`config.mk`:
```
export PLATFORM = sky130hd
export DESIGN_NAME = nested_interrupt_controller
export DESIGN_NICKNAME = d
export VERILOG_FILES = /design/src/rtl/nic_pkg.sv /design/src/rtl/nested_interrupt_controller.sv /design/src/rtl/irq_priority_pick.sv
export SDC_FILE = /design/constraint.sdc
export NUM_CORES = 1
export LEC_CHECK = 0
export ABC_AREA = 1
export BUFFER_PORTS_ARGS = -buffer_cell sky130_fd_sc_hd__buf_2
export CORE_MARGIN = 4
export CORE_UTILIZATION = 35
export DETAILED_ROUTE_END_ITERATION = 8
export SYNTH_ARGS = -nofsm -noshare
export SYNTH_HDL_FRONTEND = slang
export SYNTH_HIERARCHICAL = 1
export SYNTH_SLANG_ARGS = --single-unit
```
`constraint.sdc`:
```
create_clock -name REF_CLK -period 24.3 [get_ports REF_CLK]
set_input_delay 2.43 -clock REF_CLK [delete_from_list [all_inputs] [get_ports REF_CLK]]
set_output_delay 2.43 -clock REF_CLK [all_outputs]
set_load 0.05 [all_outputs]
```
`src/rtl/nic_pkg.sv`:
```
/*
 * Constants for the nested interrupt controller: type numbering, widths,
 * fixed sensitivities and reset values.
 * Assumes the core clock and core reset are shared by every user of it.
 */
package nic_pkg;

	localparam int unsigned NUM_TYPES = 16;
	localparam int unsigned ID_W      = 4;
	localparam int unsigned ADDR_W    = 32;
	localparam int unsigned NUM_EXT   = 4;
	localparam int unsigned NUM_HW    = 11;

	// Type 0 is the software exception, 1..4 the external lines, 5..15 on-chip sources.
	localparam logic [ID_W-1:0] SW_EXC_ID = 4'h0;
	localparam logic [ID_W-1:0] EXT_BASE  = 4'h1;

	// Fixed sensitivity of the on-chip sources, bit set means edge-sensitive.
	localparam logic [NUM_HW-1:0] HW_EDGE_FIXED = 11'h0_0F0;

	localparam logic [ADDR_W-1:0]    VECTOR_RESET = 32'h0000_0000;
	localparam logic [NUM_TYPES-1:0] VEC_ZERO     = 16'h0000;

endpackage : nic_pkg

```
`src/rtl/nested_interrupt_controller.sv`:
```
/*
 * Nested interrupt controller for a VLIW core: latches requests, gates them by
 * mask, arbitrates by priority, offers the winner to the program sequencer
 * with its vector and a pipeline-cancel indication, and tracks nesting.
 * Assumes the sequencer acknowledges an offer and reports each return from a
 * service routine with a one-cycle pulse, all synchronous to REF_CLK.
 */
// Overview of operation
// - Nested or run-to-completion servicing, selectable.
// - Each type owns a vector table entry.
// - Each type has a latch bit; every type but the exception has a mask bit.
// - Fixed sensitivities; external lines software selectable.
// - Software exception cancels whole pipeline.
// - Hardware interrupt lets pipeline finish.
// - Higher priority preempts lower priority routine.
`timescale 1ns/1ps
module nested_interrupt_controller
(
	input  wire logic                           REF_CLK,
	input  wire logic                           RESET,
	input  wire logic                           CE,
	input  wire logic                           SW_EXC,
	input  wire logic [nic_pkg::NUM_EXT-1:0]    EXTERNAL_REQUEST_LINES,
	input  wire logic [nic_pkg::NUM_EXT-1:0]    EXT_EDGE,
	input  wire logic [nic_pkg::NUM_HW-1:0]     HW_REQ,
	input  wire logic [nic_pkg::NUM_TYPES-1:0]  MASK,
	input  wire logic                           NEST_EN,
	input  wire logic                           VT_WE,
	input  wire logic [nic_pkg::ID_W-1:0]       VT_IDX,
	input  wire logic [nic_pkg::ADDR_W-1:0]     VT_ADDR,
	input  wire logic                           TAKE_ACK,
	input  wire logic                           RETURN_DONE,
	output logic                                TAKE_VALID,
	output logic      [nic_pkg::ID_W-1:0]       TAKE_ID,
	output logic      [nic_pkg::ADDR_W-1:0]     TAKE_VECTOR,
	output logic                                FLUSH_PIPE,
	output logic      [nic_pkg::NUM_TYPES-1:0]  LATCH,
	output logic      [nic_pkg::NUM_TYPES-1:0]  IN_SERVICE
);

	import nic_pkg::*;

	typedef enum logic {ST_IDLE, ST_OFFER} offer_state_e;

	offer_state_e              state;
	logic [NUM_TYPES-1:0]      raw;
	logic [NUM_TYPES-1:0]      raw_q;
	logic [NUM_TYPES-1:0]      edge_sel;
	logic [NUM_TYPES-1:0]      set_vec;
	logic [NUM_TYPES-1:0]      latch_q;
	logic [NUM_TYPES-1:0]      svc_q;
	logic [NUM_TYPES-1:0]      eligible;
	logic [NUM_TYPES-1:0]      take_bit;
	logic [NUM_TYPES-1:0]      ret_bit;
	logic [ADDR_W-1:0]         vector_table [NUM_TYPES];
	logic [ADDR_W-1:0]         vt_sel;
	logic                      cand_any;
	logic [ID_W-1:0]           cand_id;
	logic                      svc_any;
	logic [ID_W-1:0]           cur_id;
	logic                      allowed;
	logic                      take_fire;

	////////////////////////////////////////////////////////////////////////////////
	// Request assembly and sensitivity.

	assign raw      = {HW_REQ, EXTERNAL_REQUEST_LINES, SW_EXC};
	assign edge_sel = {HW_EDGE_FIXED, EXT_EDGE, 1'b1};

	always_ff @(posedge REF_CLK or posedge RESET) begin
		if (RESET) begin
			raw_q <= VEC_ZERO;
		end else if (CE) begin
			raw_q <= raw;
		end
	end

	////////////////////////////////////////////////////////////////////////////////
	// Per-type latch, in-service and vector storage.

	assign take_fire = CE && (state == ST_OFFER) && TAKE_ACK;

	genvar g;
	generate
		for (g = 0; g < NUM_TYPES; g++) begin : g_type
			assign set_vec[g]  = edge_sel[g] ? (raw[g] & ~raw_q[g]) : raw[g];
			assign take_bit[g] = take_fire && (TAKE_ID == ID_W'(g));
			assign ret_bit[g]  = RETURN_DONE && svc_any && (cur_id == ID_W'(g));

			// A new event wins over the clear caused by its own acknowledge.
			always_ff @(posedge REF_CLK or posedge RESET) begin
				if (RESET) begin
					latch_q[g] <= 1'b0;
				end else if (CE) begin
					latch_q[g] <= set_vec[g] | (latch_q[g] & ~take_bit[g]);
				end
			end

			always_ff @(posedge REF_CLK or posedge RESET) begin
				if (RESET) begin
					svc_q[g] <= 1'b0;
				end else if (CE) begin
					svc_q[g] <= take_bit[g] | (svc_q[g] & ~ret_bit[g]);
				end
			end

			always_ff @(posedge REF_CLK or posedge RESET) begin
				if (RESET) begin
					vector_table[g] <= VECTOR_RESET;
				end else if (CE && VT_WE && (VT_IDX == ID_W'(g))) begin
					vector_table[g] <= VT_ADDR;
				end
			end

		end
	endgenerate

	////////////////////////////////////////////////////////////////////////////////
	// Arbitration.

	// Exceptions cannot be masked; every other type needs its mask bit.
	assign eligible = latch_q & (MASK | {{(NUM_TYPES-1){1'b0}}, 1'b1});

	irq_priority_pick u_pick_pending (
		.vec (eligible),
		.any (cand_any),
		.idx (cand_id)
	);

	irq_priority_pick u_pick_service (
		.vec (svc_q),
		.any (svc_any),
		.idx (cur_id)
	);

	// Lower index is higher priority; nesting only admits a strictly higher one.
	assign allowed = cand_any && (!svc_any || (NEST_EN && (cand_id < cur_id)));
	assign vt_sel  = vector_table[cand_id];

	////////////////////////////////////////////////////////////////////////////////
	// Offer to the program sequencer.

	always_ff @(posedge REF_CLK or posedge RESET) begin
		if (RESET) begin
			state <= ST_IDLE;
		end else if (CE) begin
			case (state)
				ST_IDLE: begin
					if (allowed) begin
						state <= ST_OFFER;
					end
				end
				ST_OFFER: begin
					if (TAKE_ACK) begin
						state <= ST_IDLE;
					end
				end
				default: begin
					state <= ST_IDLE;
				end
			endcase
		end
	end

	// The winner is frozen while offered so the sequencer sees a stable request.
	always_ff @(posedge REF_CLK or posedge RESET) begin
		if (RESET) begin
			TAKE_ID     <= '0;
			TAKE_VECTOR <= VECTOR_RESET;
			FLUSH_PIPE  <= 1'b0;
		end else if (CE && (state == ST_IDLE) && allowed) begin
			TAKE_ID     <= cand_id;
			TAKE_VECTOR <= vt_sel;
			FLUSH_PIPE  <= (cand_id == SW_EXC_ID);
		end
	end

	assign TAKE_VALID = (state == ST_OFFER);
	assign LATCH      = latch_q;
	assign IN_SERVICE = svc_q;
endmodule : nested_interrupt_controller

```
`src/rtl/irq_priority_pick.sv`:
```
/*
 * Priority picker: reports whether any bit of a vector is set and the index
 * of the lowest set bit, which is the highest priority.
 * Assumes nothing of its surroundings; purely combinational.
 */
`timescale 1ns/1ps
module irq_priority_pick (
	input  wire logic [nic_pkg::NUM_TYPES-1:0] vec,
	output logic                               any,
	output logic [nic_pkg::ID_W-1:0]           idx
);

	import nic_pkg::*;

	always_comb begin
		any = 1'b0;
		idx = '0;
		for (int i = NUM_TYPES - 1; i >= 0; i--) begin
			if (vec[i]) begin
				any = 1'b1;
				idx = ID_W'(i);
			end
		end
	end

endmodule : irq_priority_pick

```
# Word-level counts from Yosys, hierarchy flattened

Index checks and enable logic that the tools add are counted.

Bitwise operators: 117
Magnitude comparators: 2
Reductions and logical operators: 62
Muxes and demuxes: 74
Equal/unequal tests: 45

Operators with widths:

| operator                                                  | number |
|---|---|
| binary-select mux 32 bit (select 4 bit)                   | 1 |
| 2-to-1 mux 4 bit                                          | 32 |
| == test 4 bit (second input constant)                     | 24 |
| 2-to-1 mux 32 bit                                         | 2 |
| logical AND 1 bit                                         | 56 |
| == test 4 x 3 -> 1 bit (second input constant)            | 12 |
| NOT 1 bit                                                 | 42 |
| bitwise AND 1 bit                                         | 41 |
| 2-to-1 mux 1 bit                                          | 38 |
| OR 1 bit                                                  | 32 |
| == test 4 x 2 -> 1 bit (second input constant)            | 6 |
| bitwise AND 16 bit                                        | 1 |
| logical NOT 4 bit                                         | 4 |
| == test 4 x 1 -> 1 bit (second input constant)            | 3 |
| greater-or-equal comparator 5 bit (second input constant) | 1 |
| NOT 4 -> 5 bit                                            | 1 |
| less-than comparator 4 bit                                | 1 |
| one-hot mux 1 bit (2 select lines)                        | 1 |
| logical NOT 1 bit                                         | 1 |
| logical OR 1 bit                                          | 1 |

Flip-flop bits (word level): 595
Input port bits: 79
Output and inout port bits: 70
Word-level logic and storage cells: 353

# Longest topological paths before layout

Gate-level depths: netlist of the first run.

Depth after elaboration: 23
Depth in mapped cells: 30
Gate-level depth less buffers: 27

# Hierarchy

The synthesis of the first run kept the hierarchy.

Modules (own cells, without submodules):

| module                      | cells each | area each (um2) | instances |
|---|---|---|---|
| nested_interrupt_controller | 3,743      | 27,918.0        | 1 |
| irq_priority_pick           | 49         | 209.0           | 2 |

# Least setup slack after synthesis of the first run

OpenSTA, ideal clock, no wires.

Kind: input -> register
From: input MASK[15] (netlist name)
To: register TAKE_VECTOR[10] (netlist name)
Arrival time: 4.291 ns
Library setup time: 0.118 ns
Cell stages on the path: 14
Path slack: 19.891 ns
Cell sequence: nand2_1 -> inv_1 -> or2_1 -> nor4_1 -> nor3_1 -> ha_1 -> a21oi_1 -> nand3_1 -> nand2_2 -> nand2_1 -> buf_2 -> buf_4 -> nand2_1 -> nand2_1

Longest elaborated chain between the ends: 22

RTL lines:

| item                              | RTL line                           | RTL |
|---|---|---|
| start: declaration                | nested_interrupt_controller.sv:26  | `input wire logic [nic_pkg::NUM_TYPES-1:0] MASK,` |
| bitwise AND 16 bit *              | nested_interrupt_controller.sv:122 | `assign eligible = latch_q & (MASK \| {{(NUM_TYPES-1){1'b0}}, 1'b1});` |
| net eligible[15]                  | nested_interrupt_controller.sv:52  | `logic [NUM_TYPES-1:0] eligible;` |
| 2-to-1 mux 4 bit * (16 in series) | irq_priority_pick.sv:19            | `if (vec[i]) begin` |
| net cand_id[3]                    | nested_interrupt_controller.sv:58  | `logic [ID_W-1:0] cand_id;` |
| less-than comparator 4 bit        | nested_interrupt_controller.sv:137 | `assign allowed = cand_any && (!svc_any \|\| (NEST_EN && (cand_id < cur_id)));` |
| logical AND 1 bit                 | nested_interrupt_controller.sv:137 |  |
| logical OR 1 bit                  | nested_interrupt_controller.sv:137 |  |
| logical AND 1 bit                 | nested_interrupt_controller.sv:137 |  |
| logical AND 1 bit                 | nested_interrupt_controller.sv:171 | `end else if (CE && (state == ST_IDLE) && allowed) begin` |
| end signal: assignment            | nested_interrupt_controller.sv:173 | `TAKE_VECTOR <= vt_sel;` |
| end: declaration                  | nested_interrupt_controller.sv:35  | `output logic [nic_pkg::ADDR_W-1:0] TAKE_VECTOR,` |

The timed path passes the listed nets; every way through them passes the cells marked *. The select of a mux whose other input is x is not followed.
A chain may end at the register's enable or synchronous reset.

# Worst setup path after layout of the first run

From: input MASK[13] (netlist name)
To: register TAKE_VECTOR[16] (netlist name)

Longest elaborated chain between the ends: 20

RTL lines:

| item                              | RTL line |
|---|---|
| bitwise AND 16 bit *              | nested_interrupt_controller.sv:122 |
| net eligible[13]                  | nested_interrupt_controller.sv:52 |
| 2-to-1 mux 4 bit * (14 in series) | irq_priority_pick.sv:19 |
| net cand_id[0]                    | nested_interrupt_controller.sv:58 |
| less-than comparator 4 bit        | nested_interrupt_controller.sv:137 |
| logical AND 1 bit                 | nested_interrupt_controller.sv:137 |
| logical OR 1 bit                  | nested_interrupt_controller.sv:137 |
| logical AND 1 bit                 | nested_interrupt_controller.sv:137 |
| logical AND 1 bit                 | nested_interrupt_controller.sv:171 |

Marked as above.

==> results of run 1 <==
==> power breakdown <==
group	switching, µW	internal (µW)
Sequential	103	1170
Combinational	675	281
Clock	395	550
==> placed cells by master, fill, tap and decap left out, types with 2 or more instances in the layout <==
master,netlist,layout
nand2_1,1649,1645
dfrtp_1,591,591
inv_1,441,438
o21ai_0,409,409
nand3_1,284,284
buf_2,73,147
o21ai_1,119,119
clkbuf_16,0,61
buf_4,5,35
nor2_1,30,27
clkbuf_8,0,19
inv_2,14,13
clkbuf_1,152,13
nand2_2,6,10
a21oi_1,10,9
clkinv_2,0,9
nor3_1,10,8
a22o_1,7,7
nand4_4,0,4
nor2_4,1,4
nand3_2,4,4
a21o_1,4,4
nor4_1,3,3
ha_1,3,3
bufinv_16,0,3
inv_4,1,2
clkinv_1,1,2
inv_8,0,2
a21oi_4,0,2
inv_6,0,2
buf_12,0,2
or2_1,2,2
nand4_1,2,2
nor3_2,0,2
==> layout make-up <==
| class | instances | area [µm²] | share of cell area [%] |
|---|---|---|---|
| clock buffer | 93 | 1837 | 5.774 |
| clock inverter | 16 | 180.2 | 0.5664 |
| inverter | 457 | 1735 | 5.455 |
| multi-input combinational | 2551 | 10910 | 34.28 |
| sequential | 591 | 14790 | 46.49 |
| tap | 1060 | 1326 | 4.169 |
| timing repair buffer | 184 | 1039 | 3.264 |
==> through the flow <==
stage | power (µW) | utilization [%] | setup slack (ps) | area [µm²] | hold WS, ps
final | 3178 | 39.56 | 18220 | 31810 | 456.9
after global routing | 3405 | 39.56 | 17850 | 31810 | 473.4
after CTS | 3209 | 39.56 | 18260 | 31810 | 455.5
after detailed placement | 2254 | 37.05 | 17630 | 29800 | 447.4
after global placement | 2240 | 37.05 | 17650 | 29800 | 440.1
after floorplan | 2003 | - | 5330 | 28340 | 435.5
==> state kept, by name (all words and copies together), names as in the netlist <==
| register | flops |
|---|---|
| FLUSH_PIPE | 1 |
| IN_SERVICE | 16 |
| LATCH | 16 |
| TAKE_ID | 4 |
| TAKE_VALID | 1 |
| TAKE_VECTOR | 32 |
| raw_q | 9 |
| vector_table | 512 |
==> layer usage <==
layer / part of all wire, % / GRT usage, % / wire [µm] / vias up
met4: 2.0 / 4.122 / 1584 / 0
met1: 46 / 25.68 / 36750 / 11080
met5: 0 / 0 / 0 / -
met2: 47 / 30.88 / 37210 / 559
li1: - / - / - / 11850
met3: 5.0 / 2.335 / 3998 / 112
==> logic make-up (layout without fill, tap and decap cells) <==
kind of cell | Yosys count | in the layout | share of synthesized area [%]
adder cells (fa/ha/maj) | 3 | 3 | 0.1325
AO/OA/AOI/OAI | 551 | 551 | 9.887
buffers and inverters | 699 | 750 | 9.657
flip-flops | 591 | 591 | 52.19
AND/OR/NAND/NOR | 1997 | 1997 | 28.13
==> critical path, delay by kind of cell <==
kind	cells	cell delay [ps]
buf+inv	7	2510
simple gates	21	1440
compound gates	1	110
==> worst min path at each step <==
stage                    from        end
floorplan            raw_q[0]   LATCH[0]
detailed placement  raw_q[10]  LATCH[10]
global placement    raw_q[10]  LATCH[10]
finish              raw_q[10]  LATCH[10]
CTS                 raw_q[10]  LATCH[10]
global route        raw_q[10]  LATCH[10]
==> impl_metrics.csv, run 1 <==
group,metric,value,unit
status,status,"finished clean",
route,postRouteAntennaNets,0,
flow_run,max-cap-violations,0,
clock_network,clk_path_buf_depth,3,
sta,relSlewSlack,29.58,%
die,initial_core_util,35.24,%
setup_path,cp_max_fo,86,
global_route,grt_overflow,0,
cells_and_area,diodes,0,
logic_synthesis,synth_top_area_share,52.19,%
sta,fin_skew,19.51,ps
clock_network,clkTransAtPathRegs,60,ps
power_and_ir_drop,powerDensity,99.91,mW/mm²
sta,fin_crit,6082,ps
setup_path,worstPathArrival,6590,ps
sta,rsz0062_at_grt,"false",
cells_and_area,drive_gt1_share,8.376,%
setup_path,critPathSlowestCell,"buf_4",
die,rows,104,
logic_synthesis,synthFlopType,"dfrtp_1",
setup_path,crit_path_end_kind,"flip-flop",
clock_network,post_cts.repair.setup_buffers,0,
clock_network,clock-sinks,591,
setup_path,endpoint,"TAKE_VECTOR[16]",
power_and_ir_drop,p_leak,0.01675,µW
die,core,0.08042,mm²
logic_synthesis,syn_area,0.02834,mm²
logic_synthesis,synth_edf_count,0,
route,drtIter0Drc,1923,
clock_network,h-tree-depth,2,
clock_network,cts_resized,0,
logic_synthesis,yosysTopAreaCell,"dfrtp_1",
logic_synthesis,synth.most_common_cell,"nand2_1",
setup_path,cp_data_required_time,24810,ps
cells_and_area,fin_cells,4952,
die,die-area,0.08558,mm²
global_route,grt_pass1_wl,126600,µm
sta,hold_violations,0,
die,fp.dieH,292.5,µm
global_route,grt_use_total,18.43,%
sta,worstMarginPinSlew,1056,ps
logic_synthesis,synth_area_leaders,"dfrtp_1, nand2_1, o21ai_0",
place,hpwl,44680,µm
sta,fin_setup_tns,0,ps
hold_path,holdPathStages,1,
global_route,first_global_vias,21920,
place,dp.cells,4843,
global_route,grt_max_degree,173,
hold_path,holdCritPathClass,"flip-flop to flip-flop",
sta,maxSlewViolCount,0,
logic_synthesis,avgSynthCellArea,7.377,µm²
route,drc,0,
power_and_ir_drop,vdd_ir_drop_max,0.06361,mV
clock_network,cts-root-buf,"clkbuf_16",
logic_synthesis,ys_ff_latch,591,
clock_network,clock_latency,630,ps
cells_and_area,layout.nets,3928,
setup_path,path_class,"input port to flip-flop",
place,numPortBuffers,147,
route,via_count,23610,
logic_synthesis,ys_async_sr_fraction,100.0,%
global_route,antenna_found_initial,1,
route,postRouteWirelength,79540,µm
sta,fin_crit_sh,25.03,%
setup_path,max_stage_delay,920,ps
logic_synthesis,yosysWarnings,6,
logic_synthesis,synth_cell_types,29,
setup_path,r2r_slack,19690,ps
sta,setup_viol,0,
logic_synthesis,netlist_instances,3841,
route,vias_per_cell,4.767,
setup_path,timing.rr.end,"TAKE_VECTOR[16]",
setup_path,r2r-start,"LATCH[13]",
setup_path,critPathLaunchType,"input port",
clock_network,cts_made_buffers,61,
place,place_congestion,0.8404,
die,ios,149,
clock_network,cts_hold_buffers,0,
logic_synthesis,seq_area_frac_synth,52.19,%
cells_and_area,syn2layout_area_growth,12.27,%
setup_path,startpoint,"MASK[13]",
setup_path,crit_top_cell,"nand2_1",
logic_synthesis,netlist_top_cells_count,"nand2_1, dfrtp_1, inv_1, o21ai_0, nand3_1",
setup_path,reg2reg_depth,28,
route,drt_pass1_iterations,5,
sta,max_freq,164.4,MHz
cells_and_area,fillers,8454,
die,die_w,292.5,µm
route,wl_per_cell,16.06,µm
clock_network,cts_tree,"built",
logic_synthesis,synth_nets,3923,
Power figures use the tool's default switching activity.
==> run 2: changes to the inputs <==
ABC_AREA = 0   (was 1)
clock period = 5.02 ns   (was 24.3 ns; I/O delays follow)
==> run 2 against run 1 <==
  * Combinational power grew to 4.1 times the previous value
  * Critical endpoint is now TAKE_VECTOR[5]
  * Flip-flop and latch count is the same
  * Cell count shrank 42%
  * Hold slack lost 420 ps
  * Highest routed layer is now met5
  * Global-route usage shrank 1.9 points
==> impl_metrics.csv, run 2 <==
group,metric,value,unit
status,status,"finished clean",
sta,worstMarginPinSlew,1070,ps
setup_path,max_stage_delay,490,ps
sta,hold_violations,0,
global_route,grt_pass1_wl,104000,µm
place,post-place-ws,1432,ps
logic_synthesis,synth_edf_count,0,
sta,setup_viol,0,
logic_synthesis,ys_ff_latch,591,
clock_network,cts_resized,0,
clock_network,post_cts.repair.setup_buffers,0,
sta,finalWorstSetupSlack,1549,ps
sta,max_freq,288.1,MHz
setup_path,worst-path-buf-inv,2,
clock_network,clock-sinks,591,
logic_synthesis,ys_async_sr_fraction,100.0,%
setup_path,cp_data_required_time,5550,ps
power_and_ir_drop,p_leak,0.01349,µW
logic_synthesis,synthFlopType,"dfrtp_1",
setup_path,crit_path_end_kind,"flip-flop",
logic_synthesis,yosysWarnings,6,
hold_path,holdCritPathClass,"input port to async pin",
logic_synthesis,netlist_top_cells_count,"dfrtp_1, mux2_2, mux4_2, nand2_1, buf_2",
setup_path,worstPathArrival,4000,ps
logic_synthesis,netlist_instances,1740,
sta,fin_skew,26.10,ps
die,initial_core_util,35.50,%
logic_synthesis,synth_area_leaders,"dfrtp_1, mux2_2, mux4_2",
sta,rsz0062_at_grt,"false",
global_route,antenna_found_initial,9,
logic_synthesis,yosysTopAreaCell,"dfrtp_1",
place,dp.cells,2756,
cells_and_area,most-common-layout-cells,"dfrtp_1, mux2_2, buf_2",
place,place_congestion,0.8723,
clock_network,clk_path_buf_depth,3,
place,numPortBuffers,147,
setup_path,critPathSlowestCell,"buf_12",
clock_network,cts-root-buf,"clkbuf_16",
clock_network,cts_hold_buffers,0,
cells_and_area,final_common_cell,"dfrtp_1",
logic_synthesis,synth_top_area_share,55.68,%
sta,maxSlewViolCount,0,
sta,fin_crit_sh,69.14,%
cells_and_area,drive_gt1_share,51.18,%
clock_network,cts_made_buffers,66,
cells_and_area,final_util,40.82,%
flow_run,max-cap-violations,0,
sta,fin_setup_tns,0,ps
route,via_count,15560,
die,die-area,0.08037,mm²
global_route,grt_max_degree,193,
logic_synthesis,syn_area,0.02656,mm²
global_route,grt_use_total,16.52,%
route,drt_pass1_iterations,5,
setup_path,cp_max_fo,65,
cells_and_area,syn2layout_area_growth,14.99,%
route,postRouteWirelength,66230,µm
setup_path,critPathLaunchType,"flip-flop",
route,wl_per_cell,23.01,µm
route,postRouteAntennaNets,0,
logic_synthesis,synth_nets,1822,
cells_and_area,largest_reg_flops,512,
clock_network,cts_tree,"built",
setup_path,path_class,"flip-flop to flip-flop",
die,rows,100,
logic_synthesis,seq_area_frac_synth,55.68,%
cells_and_area,layout.nets,1937,
cells_and_area,fin_cells,2878,
clock_network,clkTransAtPathRegs,60,ps
route,drc,0,
logic_synthesis,synth_cell_types,38,
clock_network,clock_latency,600,ps
die,die_w,283.5,µm
setup_path,critPathTopFamily,"simple AND/OR/NAND/NOR gates",
die,fp.dieH,283.5,µm
route,vias_per_cell,5.408,
die,ios,149,
sta,relSlewSlack,28.48,%
power_and_ir_drop,powerDensity,488.8,mW/mm²
power_and_ir_drop,vdd_ir_drop_max,0.2267,mV
setup_path,crit_chain,"and2_1 -> nor4_2 -> nand2_1 -> a21oi_4 -> buf_12 -> or2_2 -> buf_4 -> o22ai_1 -> a21oi_1 -> mux2_2",
logic_synthesis,avgSynthCellArea,15.27,µm²
sta,fin_crit,3471,ps
place,hpwl,39110,µm
cells_and_area,reg_top3,"vector_table (512), TAKE_VECTOR (32)",
die,core,0.07482,mm²
cells_and_area,largest-register,"vector_table",
power_and_ir_drop,p_total,14930,µW
global_route,grt_overflow,0,
global_route,first_global_vias,16930,
logic_synthesis,synth.most_common_cell,"dfrtp_1",
clock_network,h-tree-depth,3,
route,drtIter0Drc,904,
[run 2: cell types whose count changed after synthesis, sizes merged, moves of 7 or more]
cell	before	now
inv	456	17
mux4	0	128
a32o	0	7
nand2b	0	9
o21ai	528	26
clkbuf	152	54
a21oi	12	40
nand2	1655	65
mux2	0	553
mux2i	0	32
and2	0	15
buf	90	83
o22ai	0	34
nand3	288	7
[run 2: cell type report]
| type | instances | area [µm²] |
|---|---|---|
| diodes | 6 | 15.01 |
| clock buffers | 100 | 2003 |
| clock inverters | 16 | 156.4 |
| fillers | 6747 | 44280 |
| inverters | 17 | 67.56 |
| multi-input cells | 995 | 11190 |
| flip-flops and latches | 591 | 14790 |
| well taps | 969 | 1212 |
| repair buffers | 184 | 1114 |
[run 2: stage by stage]
step                hold WS, ps  instance area [µm²]
global placement          449.0                28370
detailed placement        458.0                28370
CTS                       26.28                30530
finish                    38.62                30550
global route              67.70                30540
floorplan                 435.2                26570
[run 2: path summary, 6_finish.rpt]
| path | startpoint | cells past startpoint | slack [ps] | endpoint |
|---|---|---|---|---|
| min in group REF_CLK | HW_REQ[4] | 3 | 140 | raw_q[9] |
| worst min register to register | raw_q[12] | 1 | 460 | LATCH[12] |
| max in group asynchronous | RESET | 3 | 3480 | TAKE_VECTOR[13] |
| worst max register to register | LATCH[10] | 10 | 1550 | TAKE_VECTOR[5] |
| worst max-delay path | LATCH[10] | 10 | 1550 | TAKE_VECTOR[5] |
| worst min-delay path | RESET | 2 | 40 | vector_table[412] |
[run 2: logic make-up (layout without fill, tap and decap cells)]
logic type      Yosys count  after routing  synth area share [%]
fa+ha+maj                 3              3                0.1413
simple gates            155            155                 2.831
flops                   591            591                 55.68
compound gates          124            124                 2.836
buf+inv                 154            317                 2.788
mux                     713            713                 35.73
other cells               0              6                     0
[run 2: per-layer routing]
| layer | wire length, µm | track usage [%] | part of all wire [%] |
|---|---|---|---|
| met1 | 30090 | 23.21 | 45 |
| met2 | 31190 | 26.29 | 47 |
| met3 | 3754 | 3.245 | 5.7 |
| met4 | 1151 | 4.525 | 1.7 |
| met5 | 40 | 0 | 0.060 |
[run 2: report_power, final]
| group | internal (µW) | switching (µW) |
|---|---|---|
| sequential | 5730 | 515 |
| clock | 2820 | 1950 |
| combinational | 1900 | 2010 |
==> run 3: changes to the inputs <==
clock period = 3.55 ns   (was 5.02 ns; I/O delays follow)
==> run 3 against run 2 <==
  * Combinational power increased by 44%
  * Register-to-register slack got worse by 1200 ps
  * Global-route usage about the same
  * Critical path type unchanged
  * Critical endpoint is now TAKE_VECTOR[23]
==> impl_metrics.csv, run 3 (synthesized netlist as in run 2, its figures left out) <==
group,metric,value,unit
global_route,grt_pass1_wl,104400,µm
cells_and_area,largest_reg_flops,512,
sta,fin_skew,11.84,ps
cells_and_area,stdcell_area,0.03099,mm²
route,postRouteAntennaNets,0,
global_route,grt_overflow,0,
clock_network,h-tree-depth,3,
power_and_ir_drop,switching_share,29.63,%
route,drc,0,
power_and_ir_drop,p_comb_share,26.5,%
setup_path,crit_path_end_kind,"flip-flop",
cells_and_area,final_common_cell,"dfrtp_1",
setup_path,r2r-start,"LATCH[14]",
global_route,first_global_vias,17170,
power_and_ir_drop,clkPwrFrac,32.0,%
setup_path,endpoint,"TAKE_VECTOR[23]",
cells_and_area,most-common-layout-cells,"dfrtp_1, mux2_2, buf_2",
sta,hold_violations,0,
setup_path,reg2reg_depth,11,
setup_path,r2r_slack,350,ps
status,status,"finished clean",
power_and_ir_drop,p_total,21280,µW
cells_and_area,syn2layout_area_growth,16.68,%
clock_network,clk_path_buf_depth,3,
route,drtIter0Drc,988,
die,core,0.07482,mm²
place,place_area,0.02867,mm²
die,rows,100,
place,place_congestion,0.8503,
clock_network,clock-sinks,591,
setup_path,path_class,"flip-flop to flip-flop",
place,hpwl,39710,µm
place,numPortBuffers,147,
cells_and_area,reg_top3,"vector_table (512), TAKE_VECTOR (32)",
setup_path,cp_max_fo,36,
global_route,antenna_found_initial,13,
setup_path,worstPathArrival,3670,ps
route,vias_per_cell,5.334,
clock_network,cts_tree,"built",
die,ios,149,
setup_path,critPathLaunchType,"flip-flop",
sta,maxSlewViolCount,0,
sta,fin_crit_sh,90.25,%
setup_path,crit_chain,"and2_1 -> nor2_1 -> nor3_1 -> o31ai_1 -> a31oi_4 -> ha_1 -> a21o_1 -> a21o_1 -> a31oi_4 -> buf_12 -> mux2_2",
die,die-area,0.08037,mm²
global_route,busiest_layer,"met2",
global_route,use_met1,22.67,%
sta,relSlewSlack,26.51,%
sta,rsz0062_at_grt,"false",
sta,fin_crit,3204,ps
clock_network,cts_made_buffers,67,
cells_and_area,fillers,6770,
cells_and_area,drive_gt1_share,50.93,%
global_route,met2_usage,26.90,%
power_and_ir_drop,powerDensity,686.6,mW/mm²
cells_and_area,layout.nets,1968,
sta,setup_viol,0,
die,die_w,283.5,µm
clock_network,clkTransAtPathRegs,60,ps
flow_run,max-cap-violations,0,
global_route,met3_usage,3.663,%
clock_network,clock_latency,590,ps
power_and_ir_drop,vdd_ir_drop_max,0.3658,mV
global_route,grt_max_degree,99,
route,drt_pass1_iterations,5,
route,via_count,15500,
power_and_ir_drop,p_leak,0.01368,µW
cells_and_area,largest-register,"vector_table",
sta,max_freq,312.1,MHz
setup_path,critPathSlowestCell,"o31ai_1",
die,initial_core_util,35.50,%
global_route,grt_use_total,16.48,%
power_and_ir_drop,power_switching,6307,µW
route,wl_per_cell,22.76,µm
power_and_ir_drop,seqPwrFrac,41.5,%
die,fp.dieH,283.5,µm
setup_path,startpoint,"LATCH[14]",
clock_network,cts-root-buf,"clkbuf_16",
setup_path,max_stage_delay,440,ps
setup_path,cp_data_required_time,4020,ps
sta,worstMarginPinSlew,1102,ps
hold_path,holdCritPathClass,"input port to async pin",
route,postRouteWirelength,66150,µm
power_and_ir_drop,cell_internal_pwr,14980,µW
setup_path,timing.rr.end,"TAKE_VECTOR[23]",
-- run 3: power by group through the flow --
| stage | clock network [µW] | logic (µW) | registers [µW] |
|---|---|---|---|
| after floorplan | 0 | 3710 | 9470 |
| after global placement | 0 | 5590 | 8830 |
| after detailed placement | 0 | 5700 | 8950 |
| after CTS | 6990 | 5730 | 8830 |
| after global routing | 7270 | 6090 | 8990 |
| final | 6800 | 5640 | 8830 |
-- run 3: what timing repair did --
action	in CTS	in global routing
hold endpoints to repair	14	0
hold buffers	14	0
buffers inserted	0	0
gates resized for setup	0	0
-- run 3: worst min path at each step --
stage	from	to	slack (ps)	cells past startpoint
after floorplan	raw_q[0]	LATCH[0]	440	1
after global placement	raw_q[12]	LATCH[12]	450	1
after detailed placement	raw_q[0]	LATCH[0]	450	1
after CTS	EXTERNAL_REQUEST_LINES[2]	raw_q[3]	7	2
after global routing	EXTERNAL_REQUEST_LINES[0]	raw_q[1]	30	2
final	RESET	vector_table[127]	30	2
-- run 3: routing by layer --
metal	up-vias	share of wire, %	routed length [µm]
met5	-	0.060	40
met3	108	5.2	3450
met4	8	1.7	1116
li1	6738	-	-
met1	8292	45	29930
met2	356	48	31610
-- run 3: area by class of cell --
| class | instances | area, µm² | area share [%] |
|---|---|---|---|
| Clock inverter | 8 | 127.6 | 0.4118 |
| Inverter | 17 | 67.56 | 0.2180 |
| Timing Repair Buffer | 214 | 1549 | 4.998 |
| Multi-Input combinational cell | 995 | 11190 | 36.10 |
| Sequential cell | 591 | 14790 | 47.72 |
| Antenna cell | 7 | 17.52 | 0.05652 |
| Tap cell | 969 | 1212 | 3.912 |
| Clock buffer | 105 | 2043 | 6.592 |
-- run 3: worst max-delay path, delay by kind of cell, from the launching register on --
kind / cells / cell delay, ps
compound gates: 5 / 1210
simple gates: 3 / 410
flops: 1 / 390
mux: 1 / 380
buf+inv: 1 / 330
fa+ha+maj: 1 / 320
-- run 3: per-stage QoR --
step / setup TNS (ps) / utilization [%] / worst slack (ps) / instances / hold WS [ps]
4_1_cts: 0 / 41.40 / 363.6 / 2899 / 6.673
3_5_place_dp: 0 / 38.31 / 290.4 / 2772 / 452.0
2_1_floorplan: -2873640 / - / -4862 / 1740 / 435.2
6_report: 0 / 41.42 / 346.0 / 2906 / 25.77
3_3_place_gp: 0 / 38.31 / 303.2 / 2772 / 446.0
5_1_grt: 0 / 41.41 / 154.9 / 2903 / 26.81
